<file path="src/rtl/mcad_pkg.sv">
`default_nettype none
package mcad_pkg;
  // =====================================================
  // address map (20-bit processor bus)
  localparam logic [19:0] MCAD_ROM5_BASE = 20'hF8000;
  localparam logic [19:0] MCAD_ROM5_LAST = 20'hFFFFF;
  localparam logic [19:0] MCAD_ROM4_BASE = 20'hF0000;
  localparam logic [19:0] MCAD_ROM4_LAST = 20'hF7FFF;
  localparam logic [19:0] MCAD_ROM3_BASE = 20'hE8000;
  localparam logic [19:0] MCAD_ROM3_LAST = 20'hEFFFF;
  localparam logic [19:0] MCAD_ROM2_BASE = 20'hE0000;
  localparam logic [19:0] MCAD_ROM2_LAST = 20'hE7FFF;
  localparam logic [19:0] MCAD_ROM1_BASE = 20'hB0C00;
  localparam logic [19:0] MCAD_ROM1_LAST = 20'hB7FFF;
  localparam logic [19:0] MCAD_LED_BASE = 20'hB8000;
  localparam logic [19:0] MCAD_LED_LAST = 20'hBBFFF;
  localparam logic [19:0] MCAD_CMOS_BASE = 20'hBC000;
  localparam logic [19:0] MCAD_CMOS_LAST = 20'hBFFFF;
  localparam logic [19:0] MCAD_SLOT1_BASE = 20'h90000;
  localparam logic [19:0] MCAD_SLOT1_LAST = 20'h9FFFF;
  localparam logic [19:0] MCAD_SLOT2_BASE = 20'hA0000;
  localparam logic [19:0] MCAD_SLOT2_LAST = 20'hAFFFF;
  localparam logic [19:0] MCAD_DRAM_BASE = 20'h00000;
  localparam logic [19:0] MCAD_DRAM_FULL_LAST = 20'h3FFFF;
  localparam logic [19:0] MCAD_DRAM_HALF_LAST = 20'h1FFFF;
  // =====================================================
  // widths and reset values
  localparam int MCAD_ADDR_W = 20;
  localparam int MCAD_ROM_N = 5;
  localparam logic [4:0] MCAD_ROM_SEL_IDLE = 5'h1F;
  localparam logic [3:0] MCAD_DRAM_SEL_IDLE = 4'hF;
  localparam logic [5:0] MCAD_LED_RST = 6'h00;
  localparam logic [2:0] MCAD_HOLD_HOLD_CYC = 3'h4;
endpackage : mcad_pkg
`default_nettype wire

</file>
<file path="src/rtl/mcad_sync.sv">
`timescale 1ns/100ps
`default_nettype none
// =====================================================
// two flop level synchroniser
module mcad_sync #(
  parameter int W = 1
) (
  // clock and reset
  input wire logic clk,
  input wire logic rst,
  // data
  input wire logic [W-1:0] din,
  output logic [W-1:0] dout
);
  logic [W-1:0] meta_ff;
  logic [W-1:0] sync_ff;
  always_ff @(posedge clk) begin
    if (rst) begin
      meta_ff <= '0;
      sync_ff <= '0;
    end else begin
      meta_ff <= din;
      sync_ff <= meta_ff;
    end
  end
  assign dout = sync_ff;
endmodule : mcad_sync
`default_nettype wire

</file>
<file path="src/rtl/mcad_top.sv">
`timescale 1ns/100ps
`default_nettype none
module mcad_top
  import mcad_pkg::*;
#(
  parameter int ADDR_W = mcad_pkg::MCAD_ADDR_W
) (
  // clock and reset
  input wire logic clk,
  input wire logic rst,
  // processor bus
  input wire logic [ADDR_W-1:0] latched_address_lines,
  input wire logic io_not_memory_indicator,
  input wire logic buffered_read_strobe_n,
  input wire logic buffered_write_strobe_n,
  input wire logic address_qualify,
  input wire logic transmit_receive_direction,
  input wire logic data_enable_buffered,
  input wire logic [7:0] bus_data_in,
  // board control inputs
  input wire logic ram_write_inhibit,
  input wire logic ram_size_strap,
  input wire logic power_fail_warning_n,
  input wire logic synced_hold_acknowledge,
  input wire logic hold_needed,
  // ROM and slot selects
  output logic [4:0] rom_select_n,
  output logic accessory_one_select_n,
  output logic accessory_two_select_n,
  output logic rom_cycle_indicator,
  // transceiver
  output logic transceiver_control,
  output logic transceiver_to_bus,
  // dram
  output logic [3:0] dram_bank_select_n,
  output logic dram_write_enable_n,
  // cmos ram
  output logic cmos_select_n,
  output logic cmos_output_enable_n,
  output logic cmos_write_strobe_n,
  output logic cmos_standby,
  // status leds and hold
  output logic [5:0] led_drive_n,
  output logic card_hold_request,
  output logic hold_granted
);
  import mcad_pkg::*;

  // =====================================================
  // input synchronisation
  localparam int SYNC_W = 10;
  logic [SYNC_W-1:0] raw_in;
  logic [SYNC_W-1:0] syn_in;
  logic [ADDR_W-1:0] addr_s;
  logic io_s;
  logic rd_n_s;
  logic wr_n_s;
  logic go_s;
  logic dir_s;
  logic den_s;
  logic inhibit_s;
  logic strap_s;
  logic pfail_n_s;
  logic hold_need_s;
  // active low inputs enter inverted so the reset value reads as idle
  assign raw_in = {io_not_memory_indicator, !buffered_read_strobe_n,
                   !buffered_write_strobe_n, address_qualify,
                   transmit_receive_direction, data_enable_buffered,
                   ram_write_inhibit, ram_size_strap, !power_fail_warning_n,
                   hold_needed};
  mcad_sync #(.W(SYNC_W)) u_sync (
    .clk(clk),
    .rst(rst),
    .din(raw_in),
    .dout(syn_in)
  );

  logic [ADDR_W-1:0] addr_m_ff;
  logic [ADDR_W-1:0] addr_ff;
  logic [7:0] data_m_ff;
  logic [7:0] data_ff;
  always_ff @(posedge clk) begin
    if (rst) begin
      addr_m_ff <= '0;
      addr_ff <= '0;
      data_m_ff <= 8'h00;
      data_ff <= 8'h00;
    end else begin
      addr_m_ff <= latched_address_lines;
      addr_ff <= addr_m_ff;
      data_m_ff <= bus_data_in;
      data_ff <= data_m_ff;
    end
  end

  assign addr_s = addr_ff;
  assign io_s = syn_in[9];
  assign rd_n_s = !syn_in[8];
  assign wr_n_s = !syn_in[7];
  assign go_s = syn_in[6];
  assign dir_s = syn_in[5];
  assign den_s = syn_in[4];
  assign inhibit_s = syn_in[3];
  assign strap_s = syn_in[2];
  assign pfail_n_s = !syn_in[1];
  assign hold_need_s = syn_in[0];

  // =====================================================
  // decode helpers
  function automatic logic in_range(input logic [19:0] a,
                                    input logic [19:0] lo,
                                    input logic [19:0] hi);
    in_range = (a >= lo) && (a <= hi);
  endfunction : in_range
  logic mem_cyc;
  logic [4:0] rom_hit;
  logic led_hit;
  logic cmos_hit;
  logic dram_hit;
  logic slot1_hit;
  logic slot2_hit;
  logic [19:0] a20;
  logic [4:0] top5;
  assign a20 = addr_s[19:0];
  assign top5 = a20[19:15];
  assign mem_cyc = !io_s && !rst;
  // roms 2-5 decode from the top five address lines only
  assign rom_hit[4] = mem_cyc && (top5 == MCAD_ROM5_BASE[19:15]);
  assign rom_hit[3] = mem_cyc && (top5 == MCAD_ROM4_BASE[19:15]);
  assign rom_hit[2] = mem_cyc && (top5 == MCAD_ROM3_BASE[19:15]);
  assign rom_hit[1] = mem_cyc && (top5 == MCAD_ROM2_BASE[19:15]);
  assign rom_hit[0] = mem_cyc &&
                      in_range(a20, MCAD_ROM1_BASE, MCAD_ROM1_LAST);
  assign led_hit = mem_cyc && in_range(a20, MCAD_LED_BASE, MCAD_LED_LAST);
  assign cmos_hit = mem_cyc && in_range(a20, MCAD_CMOS_BASE, MCAD_CMOS_LAST);
  // 128K fit maps only the lower two banks
  assign dram_hit = mem_cyc && in_range(a20, MCAD_DRAM_BASE, strap_s ?
                    MCAD_DRAM_FULL_LAST : MCAD_DRAM_HALF_LAST);
  assign slot1_hit = mem_cyc &&
                     in_range(a20, MCAD_SLOT1_BASE, MCAD_SLOT1_LAST);
  assign slot2_hit = mem_cyc &&
                     in_range(a20, MCAD_SLOT2_BASE, MCAD_SLOT2_LAST);

  // =====================================================
  // rom and slot selects
  logic [4:0] rom_sel_n_ff;
  logic slot1_n_ff;
  logic slot2_n_ff;
  logic rom_ind_ff;
  logic any_rom;
  assign any_rom = |rom_hit;

  always_ff @(posedge clk) begin
    if (rst) begin
      rom_sel_n_ff <= MCAD_ROM_SEL_IDLE;
      rom_ind_ff <= 1'b0;
    end else begin
      rom_sel_n_ff <= ~(rom_hit & {MCAD_ROM_N{!rd_n_s && go_s}});
      // indicator follows address so the wait logic sees it before T3
      rom_ind_ff <= any_rom;
    end
  end

  always_ff @(posedge clk) begin
    if (rst) begin
      slot1_n_ff <= 1'b1;
      slot2_n_ff <= 1'b1;
    end else begin
      slot1_n_ff <= !slot1_hit;
      slot2_n_ff <= !slot2_hit;
    end
  end

  // =====================================================
  // transceiver
  logic xcvr_ff;
  logic dir_ff;
  always_ff @(posedge clk) begin
    if (rst) begin
      xcvr_ff <= 1'b0;
      dir_ff <= 1'b0;
    end else begin
      xcvr_ff <= den_s &&
                 (any_rom || cmos_hit || dram_hit || led_hit);
      dir_ff <= !dir_s;
    end
  end

  // =====================================================
  // dynamic ram
  logic [3:0] bank_n_ff;
  logic dram_we_n_ff;
  always_ff @(posedge clk) begin
    if (rst) begin
      bank_n_ff <= MCAD_DRAM_SEL_IDLE;
      dram_we_n_ff <= 1'b1;
    end else begin
      bank_n_ff <= MCAD_DRAM_SEL_IDLE;
      if (dram_hit && go_s) begin
        bank_n_ff[a20[17:16]] <= 1'b0;
      end
      dram_we_n_ff <= !(dram_hit && go_s && !wr_n_s && !inhibit_s);
    end
  end

  // =====================================================
  // cmos ram
  logic cmos_sel_n_ff;
  logic cmos_oe_n_ff;
  logic cmos_wr_n_ff;
  logic standby_ff;
  always_ff @(posedge clk) begin
    if (rst) begin
      cmos_sel_n_ff <= 1'b1;
      cmos_oe_n_ff <= 1'b1;
      cmos_wr_n_ff <= 1'b1;
      standby_ff <= 1'b0;
    end else begin
      standby_ff <= !pfail_n_s;
      // standby forces the part deselected
      cmos_sel_n_ff <= !(cmos_hit && go_s && pfail_n_s);
      cmos_oe_n_ff <= !(cmos_hit && go_s && pfail_n_s && !rd_n_s);
      cmos_wr_n_ff <= !(cmos_hit && go_s && pfail_n_s && !wr_n_s);
    end
  end

  // =====================================================
  // status leds: clocked when the qualify strobe falls
  logic [5:0] led_ff;
  logic go_d_ff;
  logic led_wr_pend_ff;
  always_ff @(posedge clk) begin
    if (rst) begin
      led_ff <= MCAD_LED_RST;
      go_d_ff <= 1'b0;
      led_wr_pend_ff <= 1'b0;
    end else begin
      go_d_ff <= go_s;
      if (go_s && led_hit && !wr_n_s) begin
        led_wr_pend_ff <= 1'b1;
      end else if (!go_s && go_d_ff) begin
        led_wr_pend_ff <= 1'b0;
      end
      if (!go_s && go_d_ff && led_wr_pend_ff) begin
        led_ff <= data_ff[5:0];
      end
    end
  end

  // =====================================================
  // hold request and grant
  logic hold_req_ff;
  logic granted_ff;
  always_ff @(posedge clk) begin
    if (rst) begin
      hold_req_ff <= 1'b0;
      granted_ff <= 1'b0;
    end else begin
      hold_req_ff <= hold_need_s;
      // acknowledge already on the bus clock, no resync
      granted_ff <= hold_req_ff && synced_hold_acknowledge;
    end
  end

  // =====================================================
  // outputs
  assign rom_select_n = rom_sel_n_ff;
  assign accessory_one_select_n = slot1_n_ff;
  assign accessory_two_select_n = slot2_n_ff;
  assign rom_cycle_indicator = rom_ind_ff;
  assign transceiver_control = xcvr_ff;
  assign transceiver_to_bus = dir_ff;
  assign dram_bank_select_n = bank_n_ff;
  assign dram_write_enable_n = dram_we_n_ff;
  assign cmos_select_n = cmos_sel_n_ff;
  assign cmos_output_enable_n = cmos_oe_n_ff;
  assign cmos_write_strobe_n = cmos_wr_n_ff;
  assign cmos_standby = standby_ff;
  assign led_drive_n = led_ff;
  assign card_hold_request = hold_req_ff;
  assign hold_granted = granted_ff;
endmodule : mcad_top
`default_nettype wire

</file>
<file path="config.mk">
export PLATFORM = sky130hd
export DESIGN_NAME = mcad_top
export DESIGN_NICKNAME = d
export VERILOG_FILES = /design/src/rtl/mcad_pkg.sv /design/src/rtl/mcad_sync.sv /design/src/rtl/mcad_top.sv
export SDC_FILE = /design/constraint.sdc
export NUM_CORES = 1
export LEC_CHECK = 0
export BUFFER_PORTS_ARGS = -buffer_cell sky130_fd_sc_hd__buf_2
export CORE_UTILIZATION = 30
export CTS_CLUSTER_DIAMETER = 150
export CTS_CLUSTER_SIZE = 25
export DETAILED_ROUTE_END_ITERATION = 7
export PLACE_DENSITY_LB_ADDON = 0.2
export SKIP_CTS_REPAIR_TIMING = 1
export SYNTH_ARGS = -nofsm -noshare
export SYNTH_HDL_FRONTEND = slang
export SYNTH_SLANG_ARGS = --single-unit
</file>
<file path="constraint.sdc">
create_clock -name clk -period 1.7 [get_ports clk]
set_input_delay 0.34 -clock clk [delete_from_list [all_inputs] [get_ports clk]]
set_output_delay 0.34 -clock clk [all_outputs]
set_load 0.02 [all_outputs]
</file>
Word level (Yosys, flattened, before mapping) --
Index checks and enable logic that the tools add are counted.
Operators by class: $lt $le $gt $ge 14, equal/unequal tests 4, mux-type cells 5, bitwise gates (word level) 4, reduce and logical (&&, ||, !) cells 53
Operators by type and width (number):
- $ge A20 B20 Y1 const B | 5
- $le A20 B20 Y1 const B | 5
- $logic_and A1 B1 Y1 | 32
- $eq A5 B5 Y1 const B | 4
- $ge A20 B1 Y1 const B | 1
- $le A20 B18 Y1 | 1
- $mux W18 | 1
- $logic_not A1 Y1 | 15
- $and A5 B5 Y5 | 1
- $not A5 Y5 | 1
- $reduce_or A5 Y1 | 1
- $not A4 Y4 | 1
- $logic_or A1 B1 Y1 | 3
- $lt A2 B3 Y1 const B | 1
- $mux W1 | 3
- $demux W1 S2 | 1
- $ge A2 B1 Y1 const B | 1
- $reduce_bool A2 Y1 | 1
- $reduce_or A2 Y1 | 1
- $not A1 Y1 | 1
Word-level totals: flip-flop bits (word level) 101, bits of input ports 41, output and inout bits 27, logic and storage cells 103

Longest topological paths before layout --
depth after elaboration 8, gate-level depth with buffers 6, mapped depth without buffers 6

Cells and area by module --
Synthesis repeated with hierarchy kept, for this count alone.
Second synthesis, totals: cell total of the unflattened synthesis 262, area total of the unflattened synthesis 3054.2 µm²
By module, submodules not included:
- mcad_top | times used 1, cells each 220, area an instance 2436.1 µm², sequential area each 1621.6 µm²
- mcad_sync | times used 1, cells each 42, area an instance 618.1 µm², sequential area each 400.4 µm²

Least setup slack after synthesis --
OpenSTA, ideal clock, no wires.
path type register -> register, start reg addr_ff[18], in the netlist a20[18], end reg bank_n_ff[3], in the netlist dram_bank_select_n[3], setup time 138 ps, arrival time 1331 ps, data required time 1562 ps, setup slack 231 ps, stages on the path, launching flop included 5, buffers on the path 0, clock period less this slack 1469 ps, cells stage by stage dfxtp_1 -> or4_4 -> nor3_2 -> o2bb2ai_2 -> nand4_1
On the way: longest elaborated chain between the ends 6, elaborated cells between the ends (all ways) 7, those cells by class 2 x order compare; 1 x bitwise; 4 x reduce/logical
RTL lines:
- start: declaration | line mcad_top.sv:79 | logic [ADDR_W-1:0] addr_ff;
- start signal: assignment | line mcad_top.sv:90 | addr_ff <= addr_m_ff;
- $ge A20 B1 Y1 / $le A20 B18 Y1 (equally long branches) | line mcad_top.sv:113 | in_range = (a >= lo) && (a <= hi);
- $logic_and A1 B1 Y1 (*) | line mcad_top.sv:113
- $logic_and A1 B1 Y1 (*) | line mcad_top.sv:137 | assign dram_hit = mem_cyc && in_range(a20, MCAD_DRAM_BASE, strap_s ?
- $logic_and A1 B1 Y1 (*) | line mcad_top.sv:199 | if (dram_hit && go_s) begin
- $not A1 Y1 (no source line) (*)
- $reduce_or A2 Y1 (no source line) (*)
- end signal: assignment | line mcad_top.sv:195 | bank_n_ff <= MCAD_DRAM_SEL_IDLE;
- end signal: assignment | line mcad_top.sv:198 | bank_n_ff <= MCAD_DRAM_SEL_IDLE;
- end signal: indexed assignment | line mcad_top.sv:200 | bank_n_ff[a20[17:16]] <= 1'b0;
- end: declaration | line mcad_top.sv:191 | logic [3:0] bank_n_ff;
Every way passes the cells marked *; elsewhere a longest branch is shown, timed or not. A chain may end at the register's enable or synchronous reset.

Worst setup path in the final report --
start reg addr_ff[18], in the netlist a20[18], end reg xcvr_ff, in the netlist transceiver_control
On the way: longest elaborated chain between the ends 8, elaborated cells between the ends (all ways) 29, those cells by class 8 x order compare; 4 x eq/ne; 17 x reduce/logical
RTL lines:
- $ge A20 B20 Y1 / $le A20 B20 Y1 (equally long branches) | line mcad_top.sv:113
- $logic_and A1 B1 Y1 | line mcad_top.sv:113
- $logic_and A1 B1 Y1 | line mcad_top.sv:132 | assign rom_hit[0] = mem_cyc &&
- $reduce_or A5 Y1 | line mcad_top.sv:151 | assign any_rom = |rom_hit;
- $logic_or A1 B1 Y1 (2 in a row) | line mcad_top.sv:184 | (any_rom || cmos_hit || dram_hit || led_hit);
- $logic_or A1 B1 Y1 (*) | line mcad_top.sv:184
- $logic_and A1 B1 Y1 (*) | line mcad_top.sv:183 | xcvr_ff <= den_s &&
- end signal: assignment | line mcad_top.sv:183
- end: declaration | line mcad_top.sv:176 | logic xcvr_ff;
Marked as above.

==> impl_metrics.json <==
{
  "synth_top_area_cell": "dfxtp_1",
  "cp.arrival_ns": 1.89,
  "synthArstFlopShare_pct": 0,
  "whs_ns": 0.134,
  "drtPass1Iterations": 4,
  "met3_length_microns": 299,
  "fillers": 960,
  "slowest_delay_ns": 0.58,
  "synth_nets": 294,
  "synth_edf_count": 0,
  "start_util_pct": 31.5,
  "topRoutingLayerUsed": "met4",
  "critical_path.top_delay_family": "simple AND/OR/NAND/NOR gates",
  "cts-buffers-inserted": 9,
  "drc": 0,
  "power.density_mw_per_mm2": 1170,
  "hp-class": "in -> reg",
  "synthTopCellsByArea": "dfxtp_1 68%, nor2b_1 16%, mux2i_1 2.0%, nor2_1 1.5%, nand4_1 1.5%",
  "die_w_microns": 101,
  "ant_nets": 0,
  "finalMaxSlewViolations": 0,
  "die_area_sq_mm": 0.0103,
  "grt_max_degree": 51,
  "synth_commonest_cells": "101 x dfxtp_1, 76 x nor2b_1, 12 x nor2_1",
  "antenna_found_initial": 0,
  "yosys.cell_count.top_type": "dfxtp_1",
  "power_leakage_nw": 1.56,
  "clkTransAtPathRegs_ns": 0.08,
  "yosysTopAreaCellShare_pct": 68.2,
  "tightest_slew_ns": 0.455,
  "via_count": 1811,
  "cp.required_ns": 1.99,
  "htreeDepth": 3,
  "grt_pass1_vias": 1642,
  "final_area_sq_mm": 0.00368,
  "vdd_drop_max_mv": 0.493,
  "io_buffers": 65,
  "synth_cell_types": 29,
  "io_pins": 68,
  "multi_input_area_sq_um": 883,
  "grt_util_all_layers_pct": 9.89,
  "synth-seq-cells": 101,
  "crit_type": "reg -> reg",
  "finalCriticalPeriod_ns": 1.59,
  "max_freq_mhz": 628,
  "finalPower_w": 0.00431,
  "yosysWarningCount": 0,
  "synth_ff_type": "dfxtp_1",
  "max_cap_viol_count": 0,
  "setup_viol": 0,
  "crit_chain": "or4_4 > nor3_4 > o2bb2ai_4 > o311a_1",
  "drtIter0Drc": 37,
  "clock_skew_ns": 0.00896,
  "gr-total-overflow": 0,
  "rsz0062_at_grt": "no",
  "placed_cell_area_sq_mm": 0.00344,
  "crit_fanout": 6,
  "synthCells": 252,
  "critPathLaunchType": "flip-flop",
  "synth-seq-area-share_pct": 68.2,
  "coreArea_sq_mm": 0.00942,
  "finalHoldViolations": 0,
  "syn2layout_area_growth_pct": 24.3,
  "outcome": "finished clean",
  "crit_buf_inv": 0,
  "cp_slowest_cell": "or4_4",
  "rows": 35,
  "drive_above_1_share_pct": 28.2,
  "ff_latch_area_sq_mm": 0.00202,
  "final_nets": 363,
  "grt_pass1_wl_microns": 7460,
  "synth_area_sq_mm": 0.00296,
  "insertion_delay_ns": 0.35,
  "cts_root_buf": "clkbuf_8",
  "wl_microns": 4730,
  "place.gp.congestion": 0.803,
  "syn_avg_cell_area_sq_um": 11.8,
  "fin_setup_tns_ns": 0,
  "die_h_microns": 101,
  "viasPerCell": 3.98,
  "diodes": 0,
  "timing.slew.headroom_pct": 69.4,
  "min_period_over_period_pct": 93.6,
  "clock-sinks": 101,
  "cts_max_path_buffers": 2,
  "wirelength_met1_microns": 2210,
  "hpwl_microns": 3230,
  "wl_per_cell_microns": 10.4,
  "cts_tree": "done",
  "fin_util_pct": 39.1,
  "met2WireLength_microns": 2160,
  "end_kind": "flip-flop"
}
routing by layer:
| layer | global-route usage, % | vias to the layer above |
|---|---|---|
| li1 | - | 946 |
| met1 | 11.4 | 808 |
| met2 | 15.2 | 52 |
| met3 | 5.31 | 5 |
| met4 | 4.35 | 0 |
| met5 | 0 | - |
logic make-up (layout without fill, tap and decap cells):
| logic type | Yosys count | after routing | share of synthesized area, % |
|---|---|---|---|
| AND/OR/NAND/NOR | 120 | 120 | 24.3 |
| buffers and inverters | 16 | 90 | 2.62 |
| AO/OA/AOI/OAI | 8 | 8 | 2.45 |
| adder cells (fa/ha/maj) | 1 | 1 | 0.422 |
| flip-flops | 101 | 101 | 68.2 |
| multiplexers | 6 | 6 | 2.03 |
area by class of cell:
class	instances	share of cell area [%]
flip-flops and latches	101	54.9
repair buffers	70	10.2
clock inverters	3	1.83
well taps	129	4.38
multi-input cells	135	24.0
inverters	4	0.407
clock buffers	13	4.31
sequential cells by signal (all words and copies together), names as in the netlist, 4 cells and up:
name	flops
a20	20
addr_m_ff	20
u_sync.dout	10
u_sync.meta_ff	10
data_ff	6
data_m_ff	6
led_drive_n	6
rom_select_n	5
dram_bank_select_n	4
per-stage QoR:
stage,cells,setup slack (ns)
floorplan,252,0.231
global placement,439,0.0455
detailed placement,439,0.0226
CTS,455,0.0745
global route,455,0.0285
finish,455,0.109
cells in the final DEF, fill, tap and decap left out:
cell type | synthesis | layout
dfxtp_1 | 101 | 100
nor2b_1 | 76 | 76
buf_2 | 0 | 65
nor2_1 | 12 | 12
clkbuf_8 | 1 | 11
nand2_1 | 8 | 8
nand4_1 | 7 | 7
nand3_1 | 7 | 7
mux2i_1 | 6 | 6
inv_1 | 4 | 4
buf_4 | 0 | 4
a41o_2 | 2 | 2
clkbuf_1 | 10 | 2
bufinv_16 | 0 | 2
nor3_1 | 1 | 1
or4_4 | 1 | 1
nor3_4 | 0 | 1
o2bb2ai_4 | 0 | 1
nand3b_1 | 1 | 1
o31ai_1 | 1 | 1
nor4b_2 | 1 | 1
a211oi_1 | 1 | 1
nor4_1 | 1 | 1
and4_2 | 1 | 1
o311a_1 | 1 | 1
nand4b_1 | 1 | 1
and4b_1 | 1 | 1
o21ai_0 | 1 | 1
a21oi_1 | 1 | 1
and3_1 | 1 | 1
ha_1 | 1 | 1
dfxtp_2 | 0 | 1
clkinvlp_4 | 0 | 1
buf_12 | 0 | 1
power by group:
part	switching [W]	total (W)	leakage, nW	internal, W
logic	0.0000811	0.000176	0.619	0.0000945
clock network	0.000745	0.00166	0.110	0.000911
registers	0.0000269	0.00247	0.831	0.00245
worst paths after layout:
kind	cells past startpoint	endpoint	from	slack, ns
max	4	transceiver_control	a20[18]	0.11
min	2	u_sync.meta_ff[7]	buffered_write_strobe_n	0.13
max reg2reg	4	transceiver_control	a20[18]	0.11
min reg2reg	1	transceiver_to_bus	u_sync.dout[5]	0.38
Note: power is estimated with default switching activity, not from simulation.
